$ cat config.mk
export PLATFORM = sky130hd
export DESIGN_NAME = fspg_top
export DESIGN_NICKNAME = d
export VERILOG_FILES = /design/src/fspg_pkg.sv /design/src/fspg_top.sv
export SDC_FILE = /design/constraint.sdc
export NUM_CORES = 1
export LEC_CHECK = 0
export BUFFER_PORTS_ARGS = -buffer_cell sky130_fd_sc_hd__buf_2
export CORE_MARGIN = 10
export CORE_UTILIZATION = 50
export CTS_CLUSTER_SIZE = 24
export DETAILED_ROUTE_END_ITERATION = 16
export HOLD_SLACK_MARGIN = 0.08
export PLACE_DENSITY = 0.85
export SKIP_CTS_REPAIR_TIMING = 1
export SLEW_MARGIN = 10
export SYNTH_ARGS = -nofsm -noshare
export SYNTH_HDL_FRONTEND = slang
export SYNTH_SLANG_ARGS = --single-unit
$ cat constraint.sdc
create_clock -name clk -period 4.3 [get_ports clk]
set_input_delay 0.86 -clock clk [delete_from_list [all_inputs] [get_ports clk]]
set_output_delay 0.86 -clock clk [all_outputs]
set_load 0.02 [all_outputs]
$ cat src/fspg_pkg.sv
// Package for the flash self programming guard: register map, fields, states, carriers
package fspg_pkg;

  // Peripheral register byte addresses
  localparam logic [15:0] FSPG_ADDR_PROTECT_KEY = 16'hFFA0;
  localparam logic [15:0] FSPG_ADDR_ERROR_STATUS = 16'hFFA1;
  localparam logic [15:0] FSPG_ADDR_MODE_CONTROL = 16'hFFA2;
  localparam logic [15:0] FSPG_ADDR_COMMAND = 16'hFFA3;
  localparam logic [15:0] FSPG_ADDR_PTR_HIGH = 16'hFFA4;
  localparam logic [15:0] FSPG_ADDR_PTR_LOW = 16'hFFA5;

  // Unlock key value
  localparam logic [7:0] FSPG_KEY_VALUE = 8'hA5;

  // Status field positions and reset value
  localparam int FSPG_ST_PROT_SEQ_BIT = 0;
  localparam int FSPG_ST_VERIFY_BIT = 1;
  localparam int FSPG_ST_WE_PROT_BIT = 2;
  localparam logic [2:0] FSPG_STATUS_RESET = 3'h0;

  // Mode control field positions and reset value
  localparam int FSPG_MODE_SELECT_BIT = 0;
  localparam int FSPG_MODE_PROT_LSB = 2;
  localparam logic FSPG_SELECT_RESET = 1'b0;

  // Command codes and reset value
  localparam logic [2:0] FSPG_CMD_RESET = 3'h0;
  localparam logic [2:0] FSPG_CMD_VERIFY = 3'h1;
  localparam logic [2:0] FSPG_CMD_BLOCK_ERASE = 3'h3;
  localparam logic [2:0] FSPG_CMD_BLANK_CHECK = 3'h4;
  localparam logic [2:0] FSPG_CMD_BYTE_WRITE = 3'h5;

  // Value returned for unmapped or write-only reads
  localparam logic [7:0] FSPG_READ_ZERO = 8'h00;

  // Unlock sequence states, Gray coded along the normal path
  typedef enum logic [1:0] {
    FSPG_SEQ_IDLE = 2'b00,
    FSPG_SEQ_KEYED = 2'b01,
    FSPG_SEQ_FIRST = 2'b11,
    FSPG_SEQ_INVERTED = 2'b10
  } fspg_seq_t;

  // One peripheral access from the CPU core
  typedef struct packed {
    logic wr;
    logic rd;
    logic [15:0] addr;
    logic [7:0] wdata;
  } fspg_req_t;

  // Result events from the flash sequencer
  typedef struct packed {
    logic exec_start;
    logic blk_protected;
    logic verify_fail;
    logic overwrite_fail;
    logic ptr_step;
  } fspg_evt_t;

  // Decoded command presented to the flash sequencer
  typedef struct packed {
    logic self_prog;
    logic legal;
    logic [2:0] code;
  } fspg_cmd_t;

  // Legal command code check
  function automatic logic fspg_cmd_legal(input logic [2:0] code);
    fspg_cmd_legal = (code == FSPG_CMD_VERIFY) || (code == FSPG_CMD_BLOCK_ERASE) ||
                     (code == FSPG_CMD_BLANK_CHECK) || (code == FSPG_CMD_BYTE_WRITE);
  endfunction

endpackage

$ cat src/fspg_top.sv
// Flash self programming guard: unlock sequence, error status, command and pointer registers
// Functional notes
// RL1: Mode control is written only after key, value, inverse, value store order.
// RL2: Only the fourth store updates the self programming select bit.
// RL3: Software writes the key again before every mode control change.
// RL4: A broken sequence leaves mode control unchanged and flags an error.
// RL5: Protection error sets status bit 0.
// RL6: Key write in the middle of a sequence flags a protection error.
// RL7: A store to another register inside the sequence flags an error.
// RL8: Second mode write not the inverse of the first flags an error.
// RL9: Third mode write differing from the first flags an error.
// RL10: Writing 0 to a status flag clears it.
// RL11: Status resets to zero; bits 7 to 3 read zero.
// RL12: Verify error bit 1 sets on erase or write verification failure.
// RL13: Verify error may also set on a protect error.
// RL14: Command on a protected block sets status bit 2.
// RL15: Byte write turning a 0 bit into 1 sets status bit 2.
// RL16: Command codes 001, 011, 100, 101 are legal; others prohibited.
// RL17: Prohibited code on mode entry leaves the mode, runs nothing, sets no flag.
// RL18: Internal verify checks start to end range and flags failures.
// RL19: Pointer pair counts up until it matches the compare pair.
// RL20: Pointer registers are undefined after reset.
// RL21: Software clears bits 7 to 4 of pointer high and its compare.
// RL22: Software clears all status flags before each operation.
// RL23: Software masks interrupts during the unlock sequence.
// RL24: Protect key is an eight-bit write-only register, undefined after reset.
// RL25: Select bit 0 means normal at 0, self programming at 1; resets to 0.
// RL26: Compare high equals pointer high; compare low is the last address.
// RL27: Writing 1 to a status flag leaves it unchanged.
`timescale 1ns/1ps
`default_nettype none

module fspg_top
  import fspg_pkg::*;
(
  // Clock and reset
  input wire logic clk,
  input wire logic rst_b,
  // Peripheral access from the CPU core
  input wire fspg_req_t per_req,
  output logic [7:0] per_rdata,
  // Sequencer side
  input wire fspg_evt_t seq_evt,
  input wire logic [4:0] prot_setting,
  input wire logic [7:0] cmp_high,
  input wire logic [7:0] cmp_low,
  output fspg_cmd_t cmd_out,
  output logic [7:0] ptr_high,
  output logic [7:0] ptr_low
);

  ////////////////////////////////////////////////////////////////////////////////
  // Decode

  logic wr_key;
  logic wr_status;
  logic wr_mode;
  logic wr_cmd;
  logic wr_ptr_high;
  logic wr_ptr_low;
  logic any_store;

  assign any_store = per_req.wr;
  assign wr_key = per_req.wr && (per_req.addr == FSPG_ADDR_PROTECT_KEY);
  assign wr_status = per_req.wr && (per_req.addr == FSPG_ADDR_ERROR_STATUS);
  assign wr_mode = per_req.wr && (per_req.addr == FSPG_ADDR_MODE_CONTROL);
  assign wr_cmd = per_req.wr && (per_req.addr == FSPG_ADDR_COMMAND);
  assign wr_ptr_high = per_req.wr && (per_req.addr == FSPG_ADDR_PTR_HIGH);
  assign wr_ptr_low = per_req.wr && (per_req.addr == FSPG_ADDR_PTR_LOW);

  ////////////////////////////////////////////////////////////////////////////////
  // Unlock sequence

  fspg_seq_t seq_ff;
  fspg_seq_t nxt_seq;
  logic [7:0] first_val_ff;
  logic [7:0] key_ff;
  logic seq_err;
  logic mode_commit;

  always_comb begin
    nxt_seq = seq_ff;
    seq_err = 1'b0;
    mode_commit = 1'b0;
    if (any_store) begin
      unique case (seq_ff)
        FSPG_SEQ_IDLE: begin
          if (wr_key) begin
            // A wrong key simply fails to arm the sequence
            if (per_req.wdata == FSPG_KEY_VALUE) begin
              nxt_seq = FSPG_SEQ_KEYED; // RL1
            end
          end else if (wr_mode) begin
            seq_err = 1'b1; // RL4
          end
        end
        FSPG_SEQ_KEYED: begin
          if (wr_mode) begin
            nxt_seq = FSPG_SEQ_FIRST; // RL1
          end else begin
            seq_err = 1'b1; // RL7
            nxt_seq = FSPG_SEQ_IDLE;
          end
        end
        FSPG_SEQ_FIRST: begin
          if (wr_mode && (per_req.wdata == ~first_val_ff)) begin
            nxt_seq = FSPG_SEQ_INVERTED; // RL1
          end else begin
            seq_err = 1'b1; // RL7 RL8
            nxt_seq = FSPG_SEQ_IDLE;
          end
        end
        FSPG_SEQ_INVERTED: begin
          if (wr_mode && (per_req.wdata == first_val_ff)) begin
            mode_commit = 1'b1; // RL2
          end else begin
            seq_err = 1'b1; // RL7 RL9
          end
          // Each unlock covers a single change only
          nxt_seq = FSPG_SEQ_IDLE; // RL3
        end
      endcase
      // Key written while a sequence is open counts as an illegal store
      if (wr_key && (seq_ff != FSPG_SEQ_IDLE)) begin
        seq_err = 1'b1; // RL6
        nxt_seq = FSPG_SEQ_IDLE;
      end
    end
  end

  always_ff @(posedge clk) begin
    if (!rst_b) begin
      seq_ff <= FSPG_SEQ_IDLE;
    end else begin
      seq_ff <= nxt_seq;
    end
  end

  always_ff @(posedge clk) begin
    if (wr_mode && (seq_ff == FSPG_SEQ_KEYED)) begin
      first_val_ff <= per_req.wdata;
    end
  end

  // Key has no reset; it only exists to be written
  always_ff @(posedge clk) begin
    if (wr_key) begin
      key_ff <= per_req.wdata; // RL24
    end
  end

  ////////////////////////////////////////////////////////////////////////////////
  // Mode select and command

  logic select_ff;
  logic [2:0] cmd_ff;
  logic cmd_ok;

  assign cmd_ok = fspg_cmd_legal(cmd_ff); // RL16

  always_ff @(posedge clk) begin
    if (!rst_b) begin
      select_ff <= FSPG_SELECT_RESET; // RL25
    end else if (mode_commit) begin
      select_ff <= per_req.wdata[FSPG_MODE_SELECT_BIT]; // RL2
    end else if (select_ff && !cmd_ok) begin
      // Entry with a prohibited code is dropped without any flag
      select_ff <= 1'b0; // RL17
    end
  end

  always_ff @(posedge clk) begin
    if (!rst_b) begin
      cmd_ff <= FSPG_CMD_RESET;
    end else if (wr_cmd) begin
      cmd_ff <= per_req.wdata[2:0];
    end
  end

  always_ff @(posedge clk) begin
    if (!rst_b) begin
      cmd_out <= '0;
    end else begin
      cmd_out.self_prog <= select_ff && cmd_ok; // RL17
      cmd_out.legal <= cmd_ok;
      cmd_out.code <= cmd_ff;
    end
  end

  ////////////////////////////////////////////////////////////////////////////////
  // Error status

  logic [2:0] status_ff;
  logic [2:0] status_set;
  logic [2:0] status_keep;
  logic run_ok;

  // Sequencer flag events only count while a legal command runs in self programming; ptr_step is not gated
  assign run_ok = select_ff && cmd_ok; // RL17

  always_comb begin
    status_set = 3'h0;
    status_set[FSPG_ST_PROT_SEQ_BIT] = seq_err; // RL5
    status_set[FSPG_ST_VERIFY_BIT] = run_ok && seq_evt.verify_fail; // RL12 RL13 RL18
    status_set[FSPG_ST_WE_PROT_BIT] = run_ok &&
      ((seq_evt.exec_start && seq_evt.blk_protected) || // RL14
       (seq_evt.overwrite_fail && (cmd_ff == FSPG_CMD_BYTE_WRITE))); // RL15
    // Writing 1 keeps a flag, writing 0 clears it
    status_keep = wr_status ? per_req.wdata[2:0] : 3'h7; // RL10 RL27
  end

  always_ff @(posedge clk) begin
    if (!rst_b) begin
      status_ff <= FSPG_STATUS_RESET; // RL11
    end else begin
      // Set beats clear so an event in the clearing cycle is kept
      status_ff <= (status_ff & status_keep) | status_set; // RL10
    end
  end

  ////////////////////////////////////////////////////////////////////////////////
  // Address pointer counter

  logic [7:0] ptr_high_ff;
  logic [7:0] ptr_low_ff;
  logic ptr_match;

  assign ptr_match = (ptr_high_ff == cmp_high) && (ptr_low_ff == cmp_low);

  // No reset: software loads both bytes before every command
  always_ff @(posedge clk) begin
    if (wr_ptr_high || wr_ptr_low) begin
      if (wr_ptr_high) begin
        ptr_high_ff <= per_req.wdata; // RL20
      end
      if (wr_ptr_low) begin
        ptr_low_ff <= per_req.wdata; // RL20
      end
    end else if (seq_evt.ptr_step && !ptr_match) begin
      {ptr_high_ff, ptr_low_ff} <= 16'({ptr_high_ff, ptr_low_ff} + 16'h0001); // RL19
    end
  end

  assign ptr_high = ptr_high_ff;
  assign ptr_low = ptr_low_ff;

  ////////////////////////////////////////////////////////////////////////////////
  // Read path

  logic [7:0] rd_mux;
  logic [7:0] rdata_ff;

  always_comb begin
    rd_mux = FSPG_READ_ZERO;
    unique case (per_req.addr)
      FSPG_ADDR_ERROR_STATUS: rd_mux = {5'h00, status_ff}; // RL11
      FSPG_ADDR_MODE_CONTROL: rd_mux = {1'b0, prot_setting, 1'b0, select_ff};
      FSPG_ADDR_COMMAND: rd_mux = {5'h00, cmd_ff};
      FSPG_ADDR_PTR_HIGH: rd_mux = ptr_high_ff;
      FSPG_ADDR_PTR_LOW: rd_mux = ptr_low_ff;
      default: rd_mux = FSPG_READ_ZERO; // RL24
    endcase
  end

  always_ff @(posedge clk) begin
    if (!rst_b) begin
      rdata_ff <= FSPG_READ_ZERO;
    end else if (per_req.rd) begin
      rdata_ff <= rd_mux;
    end
  end

  assign per_rdata = rdata_ff;

endmodule

`default_nettype wire

---- Word level (Yosys, flattened, before mapping) ----
Cells that the tools add are included.
storage, ports and cells
  register bits after elaboration ......... 46
  input port bits ......................... 54
  output and inout bits ................... 29
  logic and storage cells ................. 96
cells by class
  add/subtract/negate cells ............... 1
  equality and inequality tests ........... 22
  multiplexer cells ....................... 27
  bitwise gates (word level) .............. 3
  reductions and logical operators ........ 32
operators by type and width
  kind                                                                   count
  16-bit equality test, second input constant                            6
  8-bit 2-to-1 mux                                                       6
  8-bit case mux with 5 select lines                                     1
  8-bit equality test                                                    4
  1-bit logical AND                                                      18
  16-bit by 1-bit adder with 16-bit output, second input constant        1
  1-bit 2-to-1 mux                                                       12
  2-bit 2-to-1 mux                                                       5
  8-bit equality test, second input constant                             1
  8-bit inverter                                                         1
  2-bit case mux with 4 select lines                                     1
  3-bit equality test, second input constant                             2
  3-bit != test, second input constant                                   2
  2-bit nonzero test                                                     3
  1-bit logical OR                                                       5
  2-bit equality test, second input constant                             2
  2-bit != test, second input constant                                   2
  1-bit case mux with 4 select lines                                     1
  2-bit AND reduction                                                    2
  3-bit AND                                                              1
  3-bit by 1-bit equality test with 1-bit output, second input constant  1
  3-bit by 2-bit equality test with 1-bit output, second input constant  1
  3-bit 2-to-1 mux                                                       1
  3-bit OR                                                               1
  other kinds (4)                                                        5

---- Longest topological paths before layout ----
Gate-level depths: netlist of run 1.
  word-level depth ........................ 8
  gate-level depth with buffers ........... 6
  gate-level depth less buffers ........... 6

---- Worst setup path before layout of run 1 ----
Ideal clock, no wire load.
  path type ............................... input to register
  from .................................... input per_req[14] (netlist bit)
  to ...................................... register ptr_high_ff[0], in the netlist ptr_high[0], enable pin
  data arrival time ....................... 2.701 ns
  setup slack ............................. 1.215 ns
  cell stages on the path ................. 5
  path buffers ............................ 1
  cells stage by stage .................... or3b_4 nor4_4 nand3_2 buf_2 o21ai_0
on the way
  word-level cells in the longest chain between the ends .. 5
  elaborated cells on any way between the ends .. 8
ends and longest elaborated chain
  element                                                               RTL line                        text
  start: declaration                                                    fspg_top.sv:40                  input wire fspg_req_t per_req,
  16-bit equality test, on equally long branches                        fspg_top.sv:68, fspg_top.sv:69
  1-bit logical AND, on equally long branches                           fspg_top.sv:68, fspg_top.sv:69
  1-bit logical OR                                                      fspg_top.sv:232                 if (wr_ptr_high || wr_ptr_low) begin
  2-bit != test (no source line) or 2-bit nonzero test (tied branches)  --
  2-bit AND reduction (no source line) (*)                              --
  end signal: assignment                                                fspg_top.sv:234                 ptr_high_ff <= per_req.wdata;
  end signal: assignment                                                fspg_top.sv:240                 {ptr_high_ff, ptr_low_ff} <= 16'({ptr_high_ff, ptr_low_ff} + 16'h0001);
  end: declaration                                                      fspg_top.sv:224                 logic [7:0] ptr_high_ff;
Every way passes the cells marked *; elsewhere a longest branch is shown, timed or not.
A chain may end at the register's enable or synchronous reset.

---- Worst setup path in the final report of run 1 ----
  from .................................... input per_req[14] (netlist bit)
  to ...................................... register ptr_low_ff[1], in the netlist ptr_low[1], enable pin
on the way
  word-level cells in the longest chain between the ends .. 5
  elaborated cells on any way between the ends .. 8
ends and longest elaborated chain
  element                                                               RTL line                        text
  16-bit equality test, on equally long branches                        fspg_top.sv:68, fspg_top.sv:69
  1-bit logical AND, on equally long branches                           fspg_top.sv:68, fspg_top.sv:69
  1-bit logical OR                                                      fspg_top.sv:232
  2-bit != test (no source line) or 2-bit nonzero test (tied branches)  --
  2-bit AND reduction (no source line) (*)                              --
  end signal: assignment                                                fspg_top.sv:237                 ptr_low_ff <= per_req.wdata;
  end signal: assignment                                                fspg_top.sv:240
  end: declaration                                                      fspg_top.sv:225                 logic [7:0] ptr_low_ff;
Marks and branches as above.

==> impl.org, run 1 <==
** Run status
- Result of the run :: finished clean

** Floorplanning
- Total Die Area :: 8420 um^2
- Initial cell density of the core :: 51.1%
- The die is 91.8 um tall.
- The total area inside the core boundary comes to 5040 um^2.
- Number of ports placed on the die boundary :: 83
- After floorplanning, the core was divided into 26 placement rows.
- The die is 91.8 um wide.

** Worst setup path
- Of all nets on the critical path, the largest fanout is 27.
- First element of the critical path :: per_req[14]
- Data on the critical path arrives at its endpoint at 2.84 ns.
- At the worst endpoint, the required time is 4.32 ns.
- The worst setup path is captured at a register.
- Crit Path Category :: in -> reg
- The startpoint identified for the worst register-to-register timing path is ptr_low[2].
- Worst reg-to-reg setup slack :: 2.18 ns
- Worst R2R End :: ptr_high[7]
- Following the worst setup path forward leads to its endpoint at ptr_low[1].
- For the worst flop-to-flop path, the logic depth is 5.
- Startpoint type of the worst setup path :: input pin

** GRT
- All-Layer GR Usage :: 17.3%
- The initial antenna violation count is 0.
- Grt ovf :: 0
- Largest net degree at the start of global routing :: 28
- The first global-routing pass estimated 11.9 mm of wire.
- Number of global-route vias before repair :: 2415

** STA
- Final critical-path setup slack :: 1.48 ns
- The count of final max-slew check failures is 0.
- Final min period :: 2.82 ns
- Clock Skews :: 0.00565 ns
- In the final timing run, aggregate negative setup slack is 0 ns.
- Measured against its own limit, the worst slew margin works out to 60.4%.
- At the pin with the least slew margin, the transition time is 0.589 ns.
- Max Clock Freq :: 354 MHz
- Final Hold Fails :: 0
- Final setup violation count :: 0
- Setup repair after global routing left no endpoint under its margin.
- Post-route clock period utilization :: 65.6%

** Pwr
- For this design the ratio of total power to cell area is 302 nW/um^2.
- Across the VDD grid, the largest voltage drop is 179 uV.
- The analysis attributes to cell leakage a power of 1.30 nW.
- Post-layout total power :: 0.000955 W

** Detailed routing
- Wire per inst :: 17.6 um
- The first routing iteration left 178 violations.
- Remaining design rule violation count :: 0
- Number of detailed-route iterations in the first pass :: 5
- Number of nets with antenna violations after detailed routing :: 0
- After detailed routing, the number of vias per cell comes to 5.59.
- Vias :: 2302
- After detailed routing, the total wire length is 7.25 mm.

** Clock tree
- Clk_lat worst skew :: 0.30 ns
- Buffer depth of the longest clock path :: 2
- After clock tree synthesis, the clock-pin slew on the worst setup and hold paths is 0.08 ns.
- Total number of clock tree sinks :: 46
- TritonCTS built the clock tree.
- Clock tree synthesis selected as its root buffer the cell clkbuf_8.
- Clock buffers created by TritonCTS :: 5
- In this run the number of H-tree levels came out at 2.

** Layout
- Net count reported at finish :: 396
- Most common cell after layout, fill and taps aside :: buf_2
- The area growth from synthesis to layout is 22.7%.
- Leaving out fill and tap cells, the most frequent cells in the layout are 82 x buf_2, 33 x xor2_1, 24 x nand2_1, 24 x edfxtp_1, 22 x dfxtp_1.
- Share of layout cells above drive strength 1 :: 30.4%
- At the end of the flow the core is filled with cells to 62.7%.
- Antenna cell count :: 0
- The finished cells cover 3160 um^2.

** Worst hold path
- Hold WC Path Type :: reg -> reg

** Synthesis
- Number of instances in the synthesized netlist :: 259
- Sequential elements use 45.1% of the synthesized area.
- The synthesized design contains 46 register bits.
- Fraction of synthesis flops using an asynchronous set or reset pin :: 0%
- The number of nets in the synthesized netlist is 314.
- The Yosys step of the flow raised 0 warnings.
- Yosys mapped the design onto 45 distinct sky130hd cell types.
- Post-synth EDFFs :: 24
- Post-synthesis instance area :: 2580 um^2
- Post-synthesis area per instance :: 9.95 um^2
- The most used flip-flop cell after synthesis is edfxtp_1.

** Placed design
- Port bufs :: 82
- Half-perimeter wire length of the detailed placement result :: 5.65 mm
- Global placer's final weighted congestion :: 0.881
- Placement-stage worst setup slack :: 1.19 ns
- In this run the cell area measured after placement is 3050 um^2.

** Job
- Across the run, the number of max-cap violations was 0.
-- metrics by stage --
stage	instances	hold slack, ns
2_1_floorplan	259	0.445
3_3_place_gp	404	0.435
3_5_place_dp	404	0.443
4_1_cts	412	0.467
5_1_grt	412	0.497
6_report	412	0.462
-- layer usage --
layer	track usage (%)	wire length, um	vias to the layer above
li1	-	-	1114
met1	20.4	2970	1073
met2	29.7	3650	97
met3	4.65	471	18
met4	6.30	158	0
met5	0	0	-
-- flip-flops by register name, indices dropped and copies added (netlist names) --
name / flops
seq_ff: 2
status_ff: 3
ptr_low: 8
cmd_ff: 3
select_ff: 1
cmd_out: 5
ptr_high: 8
per_rdata: 8
first_val_ff: 8
-- cell families (layout without fill, tap and decap cells) --
kind of cell	after synthesis	after routing	share of synthesized area, %
and+or+nand+nor	96	96	21.2
xor gates and xnor gates	37	37	12.6
muxes	15	15	6.07
buffers and inverters	14	97	2.19
DFF	46	46	45.1
AOI/OAI and AO/OA	50	50	12.4
adders and majority gates	1	1	0.486
-- worst min path at each step --
stage / end / cells after the start / slack, ns / startpoint
final: per_rdata[6] / 2 / 0.46 / per_rdata[6]
after global routing: per_rdata[5] / 2 / 0.50 / per_rdata[5]
after CTS: per_rdata[6] / 2 / 0.47 / per_rdata[6]
after detailed placement: per_rdata[6] / 2 / 0.44 / per_rdata[6]
after global placement: per_rdata[4] / 2 / 0.43 / per_rdata[4]
after floorplan: per_rdata[0] / 2 / 0.45 / select_ff
-- area by class of cell --
| class | count | area, um^2 |
|---|---|---|
| Timing Repair Buffer | 84 | 425 |
| Tap cell | 70 | 87.6 |
| Fill cell | 440 | 1880 |
| Clock inverter | 3 | 40.0 |
| Inverter | 5 | 18.8 |
| Multi-Input combinational cell | 199 | 1360 |
| Sequential cell | 46 | 1160 |
| Clock buffer | 5 | 68.8 |
-- power breakdown --
part / switching, W / leakage [nW] / internal [W]
Clock: 0.000144 / 0.0541 / 0.000171
Sequential: 0.0000275 / 0.406 / 0.000477
Combinational: 0.0000740 / 0.842 / 0.0000615
-- worst max-delay path, cell delays in order --
cell and delay [ns]:
buf_2 0.10, or3b_4 0.40, nor4_4 0.47, nand3_2 0.49, o21ai_0 0.31, buf_4 0.21
-- cells in the mapped netlist, types with 3 or more instances --
master     number  area [um^2]
nand2_1        24         90.1
nand3_1        10         50.1
buf_2           3         15.0
o21a_1          3         22.5
and2_1          5         31.3
a31oi_1         4         25.0
mux2i_1        10          100
xnor2_1         4         35.0
xor2_1         33          289
nand4b_1        4         35.0
nor4_1          6         37.5
clkbuf_1        5         18.8
a2bb2oi_1       7         61.3
edfxtp_1       24          721
nor2_1         14         52.6
mux2_2          5         56.3
o21ai_0        12         60.1
a21oi_1        14         70.1
nor2b_1         5         31.3
nand4_1        10         62.6
dfxtp_1        22          440
nor3_1          5         25.0
inv_1           5         18.8
Power figures use the tool's default switching activity.
==> inputs of run 2 (changes only) <==
--- a/config.mk
+++ b/config.mk
@@ -7,11 +7,11 @@
 export LEC_CHECK = 0
 export BUFFER_PORTS_ARGS = -buffer_cell sky130_fd_sc_hd__buf_2
 export CORE_MARGIN = 10
-export CORE_UTILIZATION = 50
+export CORE_UTILIZATION = 46
 export CTS_CLUSTER_SIZE = 24
 export DETAILED_ROUTE_END_ITERATION = 16
 export HOLD_SLACK_MARGIN = 0.08
-export PLACE_DENSITY = 0.85
+export PLACE_DENSITY = 0.82
 export SKIP_CTS_REPAIR_TIMING = 1
 export SLEW_MARGIN = 10
 export SYNTH_ARGS = -nofsm -noshare
==> constraint.sdc (replaced) <==
create_clock -name clk -period 2.3 [get_ports clk]
set_input_delay 0.46 -clock clk [delete_from_list [all_inputs] [get_ports clk]]
set_output_delay 0.46 -clock clk [all_outputs]
set_load 0.02 [all_outputs]
==> impl.org, run 2 (synthesized netlist as in run 1, its figures left out) <==
** Worst setup path
- STA classifies the critical path endpoint as a register.
- Startpoint of the worst register-to-register path :: ptr_low[0]
- The most critical setup path has its endpoint at first_val_ff[3].
- First element of the critical path :: per_req[14]
- The arrival time at the worst endpoint is 1.99 ns (-0.85 ns).
- The delay of the slowest cell on the worst path was 0.54 ns (+0.05 ns).
- For this design, the slowest cell found on the critical path is or4_4.
- CP cell instances :: buf_2 -> or3b_4 -> or4_4 -> nor2_4 -> and4b_2
- The worst path required time came to 2.30 ns (-2.02 ns).
- STA classifies the critical path startpoint as an input pin.
- Count of cells along the worst register-to-register path :: 6 (+1)
- The worst register-to-register path ends at ptr_high[6].
- Peak fanout along the critical path :: 8 (-70%)
- Crit Path Category :: in -> reg
- Worst reg-to-reg setup slack :: 0.36 ns (-1.82 ns)

** Layout
- The non-filler instance count after layout was 420 (+1.9%).
- Net count reported at finish :: 402 (+1.5%)
- Most common cell after layout, fill and taps aside :: buf_2
- Antenna cell count :: 0 (unchanged)
- # fillers :: 502 (+14%)
- Final Cell Area :: 3180 um^2 (+0.67%)
- Commonest cells after routing, fill and taps aside :: 82 x buf_2, 33 x xor2_1, 24 x nand2_1, 24 x edfxtp_1, 22 x dfxtp_1
- The final core utilization came to 58.1% (-4.5 points).
- Share of layout cells above drive strength 1 :: 31.3% (+0.91 points)
- Area Growth Syn to Fin :: 23.5%

** STA
- The count of final max-slew check failures came to 0 (unchanged).
- Final Hold Fails :: 0 (unchanged)
- Setup repair after global routing missed its margin :: no
- The number of failing setup endpoints in the final timing report is 0 (unchanged).
- Slew HR :: 74.5% (+14 points)
- Max Clock Freq :: 501 MHz
- In the finished design, the share of the clock period the worst path needs comes to 86.8%.
- Final min period :: 2.00 ns
- The setup skew after layout is 0.00778 ns (+0.00213 ns).
- Worst-Margin Slew :: 0.382 ns (-0.207 ns)

** Clock tree
- The worst-skew pair later-pin latency is 0.30 ns (about the same).
- The clock transition at the register clock pins on the worst setup and hold paths after CTS came to 0.08 ns (about the same).
- Buffer depth of the longest clock path :: 2 (unchanged)
- The number of buffers created by CTS came to 5 (unchanged).
- CTS root buffer :: clkbuf_8
- The CTS H-tree depth came to 2 (unchanged).
- TritonCTS built the clock tree.
- Total number of clock tree sinks :: 46 (unchanged)

** Floorplanning
- Die H :: 94.8 um (+3.3%)
- The area of the core was 5470 um^2 (+8.5%).
- Initial cell density of the core :: 47.1% (-4.0 points)
- The standard-cell row count was 27 (+3.8%).
- The total die area is 8990 um^2 (+6.8%).
- The number of ports placed on the die boundary came to 83 (unchanged).
- The horizontal die dimension was 94.8 um (+3.3%).

** Pwr
- The largest vdd supply drop came to 314 uV (+76%).
- Static leakage :: 1.32 nW (+0.98%)
- Power share of the combinational group :: 15.3% (+1.1 points)
- Net switching power :: 0.000455 W (+85%)
- P per Cell Area :: 525 nW/um^2 (+74%)
- Sequential group share of total power :: 56.5% (+3.7 points)
- Switching Share :: 27.3% (+1.5 points)
- The internal power summed over all cells was 0.00122 W (+71%).
- The clock network power share is 28.2% (-4.8 points).

** GRT
- Largest net degree at the start of global routing :: 19 (-32%)
- Number of global-route vias before repair :: 2424 (+0.37%)
- The total global routing track utilization was 16.1% (-1.2 points).
- Grt ovf :: 0 (unchanged)
- The initial antenna violation count came to 0 (unchanged).
- Global-route wire length before repair :: 11.7 mm (-2.4%)

** Placed design
- Half-perimeter wire length of the detailed placement result :: 5.57 mm (-1.4%)
- Global placer's final weighted congestion :: 0.950 (+7.7%)
- The number of port buffers came to 82 (unchanged).
- The total instance count after detailed placement is 412 (+2.0%).
- The placed instance area came to 3100 um^2 (+1.6%).

** Run status
- Result of the run :: finished clean

** Detailed routing
- Remaining design rule violation count :: 0 (unchanged)
- The via density per instance was 5.62 (+0.65%).
- The total wire length was 7.36 mm (+1.5%).
- Number of detailed-route iterations in the first pass :: 4 (-1)
- Number of nets with antenna violations after detailed routing :: 0 (unchanged)
- Vias :: 2362 (+2.6%)
- First-iteration detailed-routing DRC count :: 132 (-26%)
- The mean routed wirelength per cell is 17.5 um (-0.43%).

** Worst hold path
- In this run the worst hold path is classified as in -> reg.
- Number of stages on the worst hold path :: 3 (+1)

** Job
- The number of violations of the max-capacitance limit is 0 (unchanged).
## run 2: worst max-delay path, delay by kind of cell
family	cells	cell delay (ns)
AND/OR/NAND/NOR	4	1.44
buffers and inverters	1	0.09
## run 2: through the flow
| step | worst slack [ns] | total power [W] | setup TNS (ns) | hold WS [ns] |
|---|---|---|---|---|
| final | 0.304 | 0.00167 | 0 | 0.351 |
| after global routing | 0.219 | 0.00174 | 0 | 0.350 |
| after CTS | 0.307 | 0.00167 | 0 | 0.349 |
| after detailed placement | -0.00798 | 0.00122 | -0.0628 | 0.443 |
| after global placement | 0.00576 | 0.00121 | 0 | 0.436 |
| after floorplan | -0.166 | 0.00109 | -2.66 | 0.445 |
## run 2: layout make-up
cell class	count	area [um^2]	area share, %
Clock buffer	6	72.6	2.28
Clock inverter	2	8.76	0.275
Inverter	5	18.8	0.590
Multi-Input combinational cell	199	1360	42.7
Sequential cell	46	1160	36.5
Tap cell	72	90.1	2.83
Timing Repair Buffer	90	470	14.8
## run 2: worst min-delay path by stage
stage / start / end / slack, ns
2_1_floorplan: select_ff / per_rdata[0] / 0.45
3_3_place_gp: per_rdata[3] / per_rdata[3] / 0.44
3_5_place_dp: per_rdata[6] / per_rdata[6] / 0.44
4_1_cts: seq_evt[2] / status_ff[1] / 0.35
5_1_grt: seq_evt[2] / status_ff[1] / 0.35
6_report: seq_evt[2] / status_ff[1] / 0.35
## run 2: power by group through the flow
stage | clock (W) | combinational, W | sequential, W
2_1_floorplan | 0 | 0.000130 | 0.000963
3_3_place_gp | 0 | 0.000247 | 0.000959
3_5_place_dp | 0 | 0.000254 | 0.000961
4_1_cts | 0.000475 | 0.000256 | 0.000941
5_1_grt | 0.000510 | 0.000279 | 0.000948
6_report | 0.000471 | 0.000256 | 0.000944
## run 2: metal layers
metal	track usage [%]	part of all wire, %
met3	4.76	8.8
met4	4.24	1.4
met1	19.3	40
met2	27.5	50
met5	0	0
==> inputs of run 3 (changes only) <==
--- a/config.mk
+++ b/config.mk
@@ -6,6 +6,7 @@
 export NUM_CORES = 1
 export LEC_CHECK = 0
 export BUFFER_PORTS_ARGS = -buffer_cell sky130_fd_sc_hd__buf_2
+export CORE_ASPECT_RATIO = 0.75
 export CORE_MARGIN = 10
 export CORE_UTILIZATION = 46
 export CTS_CLUSTER_SIZE = 24
==> impl.org, run 3 (synthesized netlist as in run 1, its figures left out) <==
** Floorplanning
- The standard-cell row count was 23 (-15%).
- The height of the chip is 84.8 um (-11%).
- Initial cell density of the core :: 47.9% (+0.80 points)
- The total die area was 9030 um^2 (+0.35%).
- Number of ports placed on the die boundary :: 83 (unchanged)
- Die extent in x :: 106 um (+12%)
- The area of the core was 5380 um^2 (-1.7%).

** Detailed routing
- Number of nets with antenna violations after detailed routing :: 0 (unchanged)
- The number of vias after detailed routing was 2307 (-2.3%).
- The mean routed wirelength per cell was 17.3 um (-1.1%).
- The via density per instance was 5.44 (-3.2%).
- The total wire length was 7.35 mm (-0.12%).
- The detailed-routing iteration count for the pre-antenna-repair pass came to 4 (unchanged).
- First-iteration detailed-routing DRC count :: 216 (+64%)
- Remaining design rule violation count :: 0 (unchanged)

** Layout
- The flip-flop and latch area is 1160 um^2 (unchanged).
- Commonest cells after routing, fill and taps aside :: 82 x buf_2, 33 x xor2_1, 24 x nand2_1, 24 x edfxtp_1, 22 x dfxtp_1
- The share of post-route cells with drive strength above 1 is 31.5% (+0.20 points).
- Most common cell after layout, fill and taps aside :: buf_2
- Area Growth Syn to Fin :: 24.7%
- The area used by multi-input combinational logic was 1360 um^2 (unchanged).
- The fill cell instance count of the final layout came to 489 (-2.6%).
- The number of antenna cells inserted came to 0 (unchanged).
- The total number of nets in the final design came to 403 (+0.25%).
- Final Cell Area :: 3210 um^2 (+0.98%)
- Core Util, Final :: 59.7% (+1.6 points)

** Pwr
- Net switching power :: 0.000461 W (+1.3%)
- The internal power summed over all cells came to 0.00129 W (+5.8%).
- The switching share of total power was 26.4% (-0.85 points).
- The combinational cell fraction of total power is 14.9% (-0.4 points).
- The power density of the placed cells came to 544 nW/um^2 (+3.6%).
- Sequential group share of total power :: 53.8% (-2.7 points)
- Static leakage :: 1.33 nW (+1.3%)
- Clock network fraction of design power :: 31.4% (+3.2 points)
- The largest vdd supply drop was 447 uV (+42%).
- The total power consumption of the routed design came to 0.00175 W (+4.6%).

** Placed design
- The placed instance area came to 3110 um^2 (+0.36%).
- The routability congestion estimate from global placement is 0.869 (-8.5%).
- The detailed-placement wirelength estimate is 5.77 mm (+3.6%).
- Port bufs :: 82 (unchanged)

** STA
- Max-slew violation count :: 0 (unchanged)
- The final critical-path share of the clock period came to 86.8% (about the same).
- The clock period minus final worst setup slack was 2.00 ns (+0.000458 ns).
- Max Clock Freq :: 501 MHz (about the same)
- Slew HR :: 73.3% (-1.2 points)
- Worst-Margin Slew :: 0.400 ns (+0.0174 ns)
- The number of failing setup endpoints in the final timing report came to 0 (unchanged).
- Fin Hold WS :: 0.355 ns (+0.00367 ns)
- Setup repair after global routing left no endpoint under its margin.
- Clock Skews :: 0.0133 ns (+0.00548 ns)
- The setup total negative slack was 0 ns (unchanged).
- The count of final hold-check violations was 0 (unchanged).

** Worst setup path
- The arrival time at the worst endpoint was 1.99 ns (about the same).
- First element of the critical path :: per_req[14]
- Startpoint of the worst register-to-register path :: ptr_low[2]
- The worst setup path is launched from an input pin.
- Peak fanout along the critical path :: 8 (unchanged)
- Crit Path Category :: in -> reg
- Critical path data required time :: 2.29 ns (about the same)
- The worst setup path is captured at a register.

** Job
- Max-capacitance violation count :: 0 (unchanged)

** GRT
- The initial antenna violation count was 0 (unchanged).
- The global-route wire length before repair came to 11.8 mm (+0.94%).
- The total global routing track utilization is 15.9% (-0.19 points).
- Largest net degree at the start of global routing :: 19 (unchanged)
- Number of global-route vias before repair :: 2308 (-4.8%)
- The total grt overflow came to 0 (unchanged).

** Clock tree
- The worst-skew pair later-pin latency was 0.30 ns (about the same).
- The CTS H-tree depth came to 2 (unchanged).
- The clock sink total was 46 (unchanged).
- Buffer depth of the longest clock path :: 2 (unchanged)
- CTS root buffer :: clkbuf_8
- CTS tree :: done
- Clock Pin Slew Worst Setup and Hold Paths :: 0.08 ns (about the same)
- The number of buffers created by CTS is 5 (unchanged).

** Worst hold path
- Origin of the worst min-delay path :: seq_evt[2]
- The min-delay analysis places its worst path in the category in -> reg.

** Run status
- The flow ran to the end, and the final reports show no timing, DRC or antenna violations.
-- run 3: cell type report --
class | instances | area share [%]
clock inverters | 1 | 0.117
flip-flops and latches | 46 | 36.1
inverters | 5 | 0.584
repair buffers | 91 | 14.9
clock buffers | 7 | 3.04
multi-input cells | 199 | 42.3
well taps | 75 | 2.92
-- run 3: critical path, cell delays in order --
cell and delay, ns:
buf_2 0.09, or3b_4 0.40, or4_4 0.54, nor2_4 0.12, and4b_2 0.37
-- run 3: final timing paths --
| path | cells past startpoint | slack [ns] | endpoint |
|---|---|---|---|
| setup reg to reg | 6 | 0.33 | ptr_high[7] |
| setup / recovery | 5 | 0.30 | first_val_ff[2] |
| hold reg to reg | 2 | 0.46 | per_rdata[3] |
| hold / removal | 3 | 0.35 | status_ff[1] |
-- run 3: power groups by stage --
| stage | combinational (W) | sequential [W] | clock [W] |
|---|---|---|---|
| 6_report | 0.000260 | 0.000940 | 0.000548 |
| 3_5_place_dp | 0.000259 | 0.000956 | 0 |
| 2_1_floorplan | 0.000130 | 0.000963 | 0 |
| 3_3_place_gp | 0.000252 | 0.000954 | 0 |
| 5_1_grt | 0.000283 | 0.000943 | 0.000595 |
| 4_1_cts | 0.000261 | 0.000937 | 0.000560 |
-- run 3: per-stage QoR --
stage / setup slack, ns / std cells
2_1_floorplan: -0.166 / 259
3_3_place_gp: -0.00408 / 416
3_5_place_dp: -0.0134 / 416
4_1_cts: 0.300 / 424
5_1_grt: 0.147 / 424
6_report: 0.303 / 424
-- run 3: per-layer routing --
| metal | wire length (um) | GRT usage [%] |
|---|---|---|
| met1 | 3230 | 21.0 |
| met2 | 3490 | 25.7 |
| met3 | 575 | 3.78 |
| met4 | 48 | 3.68 |
| met5 | 0 | 0 |
